<file path="src/common/domr_pkg.sv">
// Function
// - Sixteen storage flip-flops form two 8-bit banks, each with its own data inputs, all captured by one shared capture clock.
// - A rising edge of the capture clock loads both banks together, and at all other times both banks keep their contents.
// - Bit i of bank A and bit i of bank B feed the i-th of eight two-way multiplexers, which drives output bit i.
// - Bank select low passes bank B, bank select high passes bank A, including data just captured on a rising edge.
// - The outputs are driven only while the capture clock is high and are all released while it is low.
// - Each output can only pull low, and a released line reads high only through an external pull-up.
// - With the capture clock held high, changing bank select switches the outputs between banks without touching either bank.
package domr_pkg;

	// Width of each bank and of the output word
	localparam int DOMR_BANK_W = 8;

	// Number of banks behind each multiplexer
	localparam int DOMR_BANKS = 2;

	// Previous capture clock sample after reset; low so a high pin loads
	localparam logic DOMR_CAP_PREV_RST = 1'b0;

	// Bank loaded flag after reset
	localparam logic DOMR_LOADED_RST = 1'b0;

	// Level an open-collector pin drives when enabled
	localparam logic DOMR_PIN_LOW = 1'b0;

	// Level a bank select must have to pass bank A
	localparam logic DOMR_SEL_A = 1'b1;

endpackage

</file>
<file path="src/rtl/domr_bank.sv">
`timescale 1ns/1ps
`default_nettype none

// One storage bank: plain D flip-flops with a load strobe and no reset,
// so contents stay unknown until the first load.
module domr_bank
	import domr_pkg::*;
#(
	parameter int W = DOMR_BANK_W
) (
	// Clock
	input  wire logic         mclk,
	// Load strobe and data
	input  wire logic         load,
	input  wire logic [W-1:0] d,
	// Stored contents
	output logic      [W-1:0] q
);

	logic [W-1:0] q_r;
	logic [W-1:0] q_nxt;

	// Load on strobe, otherwise hold
	always_comb begin
		q_nxt = q_r;
		if (load) begin
			q_nxt = d;
		end
	end

	// No reset on purpose: data flops cost less and power-up is unknown
	always_ff @(posedge mclk) begin
		q_r <= q_nxt;
	end

	assign q = q_r;

endmodule

`default_nettype wire

</file>
<file path="src/rtl/domr_top.sv">
`timescale 1ns/1ps
`default_nettype none

// Dual octal register with multiplexed open-collector outputs.
// The capture clock pin is sampled on mclk like any other input; its
// rising edge is found by comparing with the previous sample.
module domr_top
	import domr_pkg::*;
#(
	parameter int W = DOMR_BANK_W
) (
	// System clock and reset
	input  wire logic         mclk,
	input  wire logic         nrst,
	// Capture clock pin
	input  wire logic         capture_clock,
	// Data inputs of both banks
	input  wire logic [W-1:0] bank_a_inputs,
	input  wire logic [W-1:0] bank_b_inputs,
	// Bank select, high passes bank A
	input  wire logic         bank_select,
	// Open-collector output pins
	input  wire logic [W-1:0] mux_outputs_in,
	output logic      [W-1:0] mux_outputs_out,
	output logic      [W-1:0] mux_outputs_oe,
	// Registered level seen on the output lines
	output logic      [W-1:0] bus_level
);

	// Per-bit two-way multiplexer, select high takes bank A.
	// One function serves the load edge and the stored path, so both agree.
	function automatic logic [W-1:0] domr_pick(
		input logic         sel,
		input logic [W-1:0] a,
		input logic [W-1:0] b
	);
		logic [W-1:0] res;
		res = '0;
		for (int i = 0; i < W; i++) begin
			res[i] = (sel == DOMR_SEL_A) ? a[i] : b[i];
		end
		return res;
	endfunction

	logic         cap_prev_r;
	logic         cap_prev_nxt;
	logic         cap_rise;
	logic [W-1:0] bank_a_q;
	logic [W-1:0] bank_b_q;
	logic [W-1:0] pick_nxt;
	logic [W-1:0] oe_r;
	logic [W-1:0] oe_nxt;
	logic [W-1:0] out_r;
	logic [W-1:0] out_nxt;
	logic [W-1:0] level_r;
	logic [W-1:0] level_nxt;
	logic         loaded_r;
	logic         loaded_nxt;

	// Edge detect on the sampled capture clock
	always_comb begin
		cap_prev_nxt = capture_clock;
		cap_rise     = capture_clock & ~cap_prev_r;
	end

	// Reset value low: a pin already high at release counts as an edge,
	// so the outputs never show the unknown power-up bank contents
	always_ff @(posedge mclk or negedge nrst) begin
		if (!nrst) begin
			cap_prev_r <= DOMR_CAP_PREV_RST;
		end else begin
			cap_prev_r <= cap_prev_nxt;
		end
	end

	// Two banks sharing one load strobe
	domr_bank #(
		.W (W)
	) u_bank_a (
		.mclk (mclk),
		.load (cap_rise),
		.d    (bank_a_inputs),
		.q    (bank_a_q)
	);

	domr_bank #(
		.W (W)
	) u_bank_b (
		.mclk (mclk),
		.load (cap_rise),
		.d    (bank_b_inputs),
		.q    (bank_b_q)
	);

	// Multiplexer and output gating. On the load edge the fresh inputs
	// are passed through, since the banks only show them one edge later.
	always_comb begin
		if (cap_rise) begin
			pick_nxt = domr_pick(bank_select, bank_a_inputs,
				bank_b_inputs);
		end else begin
			pick_nxt = domr_pick(bank_select, bank_a_q, bank_b_q);
		end
		// Enable only the bits that pull low, released while clock low
		if (capture_clock) begin
			oe_nxt = ~pick_nxt;
		end else begin
			oe_nxt = '0;
		end
		// Open collector: the driven level is always low
		out_nxt   = {W{DOMR_PIN_LOW}};
		// Lines are read back as the pull-ups leave them, one cycle late
		level_nxt = mux_outputs_in;
	end

	// Output pin registers
	always_ff @(posedge mclk or negedge nrst) begin
		if (!nrst) begin
			oe_r    <= '0;
			out_r   <= '0;
			level_r <= '0;
		end else begin
			oe_r    <= oe_nxt;
			out_r   <= out_nxt;
			level_r <= level_nxt;
		end
	end

	assign mux_outputs_oe  = oe_r;
	assign mux_outputs_out = out_r;
	assign bus_level       = level_r;

	// Helper for checks only: set once both banks have been loaded
	always_comb begin
		loaded_nxt = loaded_r | cap_rise;
	end

	always_ff @(posedge mclk or negedge nrst) begin
		if (!nrst) begin
			loaded_r <= DOMR_LOADED_RST;
		end else begin
			loaded_r <= loaded_nxt;
		end
	end

	// Both banks take their inputs on a capture edge
	load_both_banks_a: assert property (
		@(posedge mclk) disable iff (!nrst)
		cap_rise |=> (bank_a_q == $past(bank_a_inputs)) &&
			(bank_b_q == $past(bank_b_inputs)))
	else $error("banks did not load on capture edge");

	// Banks hold between capture edges
	hold_banks_a: assert property (
		@(posedge mclk) disable iff (!nrst)
		(loaded_r && !cap_rise) |=> $stable(bank_a_q) && $stable(bank_b_q))
	else $error("bank changed without capture edge");

	// Low capture clock releases every line
	release_low_a: assert property (
		@(posedge mclk) disable iff (!nrst)
		!capture_clock |=> (mux_outputs_oe == '0))
	else $error("output driven while capture clock low");

	// Select low passes stored bank B
	pick_bank_b_a: assert property (
		@(posedge mclk) disable iff (!nrst)
		(capture_clock && !cap_rise && !bank_select)
			|=> (mux_outputs_oe == ~$past(bank_b_q)))
	else $error("bank B not passed with select low");

	// Select high passes stored bank A, bit for bit
	pick_bank_a_a: assert property (
		@(posedge mclk) disable iff (!nrst)
		(capture_clock && !cap_rise && bank_select)
			|=> (mux_outputs_oe == ~$past(bank_a_q)))
	else $error("bank A not passed with select high");

	// Data captured on the edge shows on the very next cycle
	fresh_data_a: assert property (
		@(posedge mclk) disable iff (!nrst)
		cap_rise |=> (mux_outputs_oe == ($past(bank_select) ?
			~$past(bank_a_inputs) : ~$past(bank_b_inputs))))
	else $error("captured data not shown after edge");

	// Open collector never drives high
	pull_low_only_a: assert property (
		@(posedge mclk) disable iff (!nrst)
		(mux_outputs_oe != '0) |-> (mux_outputs_out == '0))
	else $error("open-collector output driven high");

	// Select toggle while high swaps halves and leaves banks alone
	select_swap_a: assert property (
		@(posedge mclk) disable iff (!nrst)
		(capture_clock && cap_prev_r && (bank_select != $past(bank_select)))
			|=> $stable(bank_a_q) && $stable(bank_b_q) &&
			(mux_outputs_oe == ($past(bank_select) ?
			~$past(bank_a_q) : ~$past(bank_b_q))))
	else $error("select toggle disturbed banks or outputs");

	// Nothing is driven before the first load
	unloaded_quiet_a: assert property (
		@(posedge mclk) disable iff (!nrst)
		!loaded_r |-> (mux_outputs_oe == '0))
	else $error("output driven before first capture");

	// Outputs only ever pull while the capture clock was seen high
	drive_when_high_a: assert property (
		@(posedge mclk) disable iff (!nrst)
		(mux_outputs_oe != '0) |-> $past(capture_clock))
	else $error("output driven after capture clock low");

	// Held select and no load keep the outputs steady
	steady_out_a: assert property (
		@(posedge mclk) disable iff (!nrst)
		(capture_clock && cap_prev_r && $stable(bank_select))
			|=> $stable(mux_outputs_oe))
	else $error("outputs moved with select held");

	// Line level is reported one cycle after it is seen
	level_follow_a: assert property (
		@(posedge mclk) disable iff (!nrst)
		1'h1 |=> (bus_level == $past(mux_outputs_in)))
	else $error("line level not registered");

endmodule

`default_nettype wire

</file>
<file path="config.mk">
export PLATFORM = sky130hd
export DESIGN_NAME = domr_top
export DESIGN_NICKNAME = d
export VERILOG_FILES = /design/src/common/domr_pkg.sv /design/src/rtl/domr_bank.sv /design/src/rtl/domr_top.sv
export SDC_FILE = /design/constraint.sdc
export NUM_CORES = 1
export LEC_CHECK = 0
export BUFFER_PORTS_ARGS = -buffer_cell sky130_fd_sc_hd__buf_2
export CAP_MARGIN = 20
export CORE_UTILIZATION = 49
export CTS_BUF_LIST = sky130_fd_sc_hd__clkbuf_16
export CTS_CLUSTER_DIAMETER = 40
export DETAILED_ROUTE_END_ITERATION = 10
export PLACE_DENSITY = 0.82
export SLEW_MARGIN = 40
export SYNTH_ARGS = -nofsm -noshare
export SYNTH_HDL_FRONTEND = slang
export SYNTH_SLANG_ARGS = --single-unit
</file>
<file path="constraint.sdc">
create_clock -name mclk -period 4.6 [get_ports mclk]
set_clock_uncertainty 0.2 [all_clocks]
set_input_delay 0.23 -clock mclk [delete_from_list [all_inputs] [get_ports mclk]]
set_output_delay 0.23 -clock mclk [all_outputs]
set_load 0.02 [all_outputs]
</file>
## Yosys cells after proc, flatten, opt, wreduce, memory -nomap -nowiden

Cells that the tools add are included.

| storage, ports and cells | value |
|---|---|
| bits in registers | 33 |
| input port bits | 28 |
| output and inout port bits | 24 |
| word-level logic and storage cells | 26 |

| operators by class | value |
|---|---|
| muxes and demuxes | 18 |
| bitwise operators | 3 |

Operators by type and width:

| cell | count |
|---|---|
| $mux 1 | 16 |
| $mux 8 | 2 |
| $not 8->8 | 1 |
| $and 1x1->1 | 1 |
| $not 1->1 | 1 |

## Logic depth before layout (Yosys ltp)

| logic depth | value |
|---|---|
| depth after elaboration | 5 |
| mapped depth | 3 |
| depth with buffers taken out | 2 |

## Hierarchy

Synthesis repeated with hierarchy kept, for this count alone.

| second synthesis, totals | value |
|---|---|
| cell total of the unflattened synthesis | 63 |
| area, all modules | 1226.2 µm² |

Modules (own cells, without submodules):

| module | times used | cells an instance | area an instance (µm²) | sequential area each (µm²) |
|---|---|---|---|---|
| domr_top | 1 | 47 | 745.7 | 425.4 |
| domr_bank | 2 | 8 | 240.2 | 240.2 |

## Least setup slack after synthesis

OpenSTA, ideal clock, no wires.

| timing path | value |
|---|---|
| path type | register -> register |
| start point | reg cap_prev_r |
| end point | reg u_bank_a.q_r[0] (netlist: u_bank_a.q[0]), enable pin |
| setup time | 0.392 ns |
| arrival | 1.351 ns |
| path slack | 2.657 ns |
| stages on the path, launching flop included | 3 |
| clock period less this slack | 1.943 ns |
| cell sequence | dfrtp_1 -> clkbuf_1 -> nor2b_1 |

| between the ends | value |
|---|---|
| cells in the longest elaborated chain, start to end | 2 |

Ends and longest elaborated chain:

| item | RTL line | text |
|---|---|---|
| start: declaration | domr_top.sv:45 | `logic cap_prev_r;` |
| start signal: assignment | domr_top.sv:72 | `cap_prev_r <= cap_prev_nxt;` |
| $not 1->1 | domr_top.sv:63 | `cap_rise = capture_clock & ~cap_prev_r;` |
| $and 1x1->1 | domr_top.sv:63 |  |
| end signal: assignment | domr_bank.sv:33 | `q_r <= q_nxt;` |
| end: declaration | domr_bank.sv:20 | `logic [W-1:0] q_r;` |

No other way between the ends.
A chain may end at the register's enable or synchronous reset.

## Worst setup path after layout

| timing path | value |
|---|---|
| start point | in capture_clock |
| end point | reg u_bank_b.q_r[5] (netlist: u_bank_b.q[5]), enable pin |

| between the ends | value |
|---|---|
| cells in the longest elaborated chain, start to end | 1 |

Ends and longest elaborated chain:

| item | RTL line | text |
|---|---|---|
| start: declaration | domr_top.sv:16 | `input wire logic capture_clock,` |
| $and 1x1->1 | domr_top.sv:63 |  |
| end signal: assignment | domr_bank.sv:33 |  |
| end: declaration | domr_bank.sv:20 |  |

No other way between the ends.

==> flow_metrics.py <==
metrics = {
    "power": {
        "powerDensity_nw_per_um2": 394,
        "power_uw": 722,
        "p_leak_nw": 0.818,
        "max-vdd-ir-drop_mv": 0.405,
    },
    "setup_path": {
        "start_kind": "input port",
        "required_ns": 4.36,
        "path_max_fanout": 17,
        "path_cells": "dlygate4sd3_1 > buf_2 > nor2b_1 > buf_4",
        "critPathBufInv": 3,
        "arrival_ns": 1.38,
        "cp_slowest_stage_delay_ns": 0.53,
        "crit_path_end_kind": "flop",
        "critPathSlowestCell": "dlygate4sd3_1",
        "path_class": "input port to flop",
        "critical-path-top-delay-family": "buffers and inverters",
    },
    "place": {
        "dp_hpwl_um": 1460,
        "placed_area_sq_um": 1440,
        "placed_cells": 132,
        "port_buffers": 43,
        "finalWeightedCongestion": 0.709,
    },
    "drt": {
        "wirelength_um": 2680,
        "drt_iter0_drc": 37,
        "drtPass1Iterations": 4,
        "vias": 809,
        "drc_errors": 0,
        "ant_nets": 0,
        "avgRoutedWirePerCell_um": 16.2,
        "via_per_inst": 4.87,
    },
    "cells_and_area": {
        "diodes": 0,
        "drive_gt1_share_pct": 42.0,
        "layout_common_cells": "43 x buf_2, 26 x dlygate4sd3_1, 17 x dfrtp_1, 16 x edfxtp_1",
        "layout_commonest_cell": "buf_2",
        "nets": 165,
        "area_growth_pct": 49.5,
        "finalNonFillerCells": 166,
        "fillers": 121,
        "fin_util_pct": 80.5,
        "finish.instance_area_sq_um": 1830,
    },
    "logic_synthesis": {
        "synthCells": 63,
        "ys_ff_latch": 33,
        "ys_seq_area_share_pct": 73.9,
        "ys_warn_count": 0,
        "synth_cell_type_count": 12,
        "postSynthAreaPerCell_sq_um": 19.5,
        "syn_area_sq_um": 1230,
    },
    "clock_tree": {
        "cts_setup_buffers": 0,
        "clock_latency_ns": 0.27,
        "htreeDepth": 2,
        "clockRootBuffer": "clkbuf_16",
        "cts.reportedPaths.clkPinSlew_ns": 0.05,
        "cts_sinks": 33,
        "cts_tree": "done",
        "numCtsBuffers": 5,
        "clk_path_buf_depth": 2,
    },
    "hold_path": {
        "hp-class": "input port to asynchronous set/reset pin",
    },
    "floorplanning": {
        "core_sq_um": 2280,
        "die_y_um": 52.0,
        "start_util_pct": 53.9,
        "rows": 17,
        "dieArea_sq_um": 2710,
        "dieWidth_um": 52.0,
        "io_pins": 52,
    },
    "sta": {
        "setup_viol": 0,
        "drv_slew": 0,
        "tns_ns": 0,
        "fmax_mhz": 615,
        "hold_violations": 0,
        "rsz0062_at_grt": "false",
        "finalCriticalPeriod_ns": 1.63,
        "finalCritPeriodShare_pct": 35.3,
    },
    "run_status": {
        "status": "finished, final reports clean",
    },
    "global_route": {
        "overflow": 0,
        "grt_usage_pct": 23.2,
        "grt_pass1_wl_um": 4040,
        "grt_pass1_vias": 826,
        "grt_start_max_net_pins": 18,
        "antenna_found_initial": 0,
    },
    "flow_run": {
        "drv_cap": 0,
    },
}
[synth_stat cells]
library cell	instances	area share [%]
clkbuf_1	1	0.31
edfxtp_1	16	39
nor2b_1	8	4.1
mux2_2	1	0.92
o2bb2ai_1	1	0.71
mux4_2	7	13
conb_1	1	0.31
buf_6	1	0.92
dfrtp_1	17	35
nand2_1	1	0.31
mux2i_1	1	0.82
buf_4	8	4.9
[worst reg2reg max path, cell delays in order, from the launching register on]
cell and delay [ns]:
dfrtp_1 0.50, nor2b_1 0.19, buf_4 0.27
[timing repair]
action                    CTS  global route
gates resized for setup     0             0
hold endpoints to repair   42             0
hold buffers               26             0
[report_power, final]
| group | total, mW | internal, mW | switching (mW) |
|---|---|---|---|
| Sequential | 0.332 | 0.327 | 0.00560 |
| Clock | 0.306 | 0.195 | 0.111 |
| Combinational | 0.0837 | 0.0414 | 0.0423 |
[registers in the layout (all words and copies together) (netlist names)]
register and cells:
bus_level 8, u_bank_a.q 8, mux_outputs_oe 8, u_bank_b.q 8, cap_prev_r 1
[through the flow]
| stage | setup WS (ns) | hold WS, ns |
|---|---|---|
| final | 2.97 | 0.198 |
| after global routing | 2.90 | 0.227 |
| after CTS | 3.03 | 0.211 |
| after detailed placement | 3.15 | -0.0441 |
| after global placement | 3.19 | -0.0446 |
| after floorplan | 2.66 | -0.266 |
[per-layer routing]
| layer | track usage [%] | part of all wire (%) |
|---|---|---|
| met5 | 0 | 0 |
| met4 | 8.11 | 0.63 |
| met3 | 9.36 | 6.2 |
| met2 | 41.2 | 57 |
| met1 | 24.6 | 36 |
[logic make-up (layout without fill, tap and decap cells)]
| kind of cell | count (synthesis) | in the layout | synth area share [%] |
|---|---|---|---|
| flip-flops | 33 | 33 | 73.9 |
| buffers and inverters | 10 | 78 | 6.12 |
| multiplexers | 9 | 9 | 14.6 |
| AND/OR/NAND/NOR | 9 | 9 | 4.39 |
| other | 1 | 8 | 0.306 |
| AO/OA/AOI/OAI | 1 | 1 | 0.714 |
[area by class of cell]
type                    instances  area, sq um  share of cell area (%)
flip-flops and latches         33          906                    49.4
multi-input cells              27          272                    14.8
clock buffers                   5          125                    6.83
clock inverters                 3         12.5                   0.683
well taps                      28         35.0                    1.91
repair buffers                 70          483                    26.3
[worst paths after layout]
path | start | end | slack (ns) | depth (start not counted)
hold / removal | nrst | bus_level[1] | 0.20 | 2
max in group asynchronous | nrst | mux_outputs_oe[6] | 3.75 | 2
setup reg to reg | cap_prev_r | u_bank_b.q[5] | 3.12 | 2
hold reg to reg | u_bank_a.q[6] | mux_outputs_oe[6] | 0.38 | 2
min in group mclk | bank_select | mux_outputs_oe[6] | 0.33 | 3
setup / recovery | capture_clock | u_bank_b.q[5] | 2.97 | 4
(Power assumes the default switching activity.)
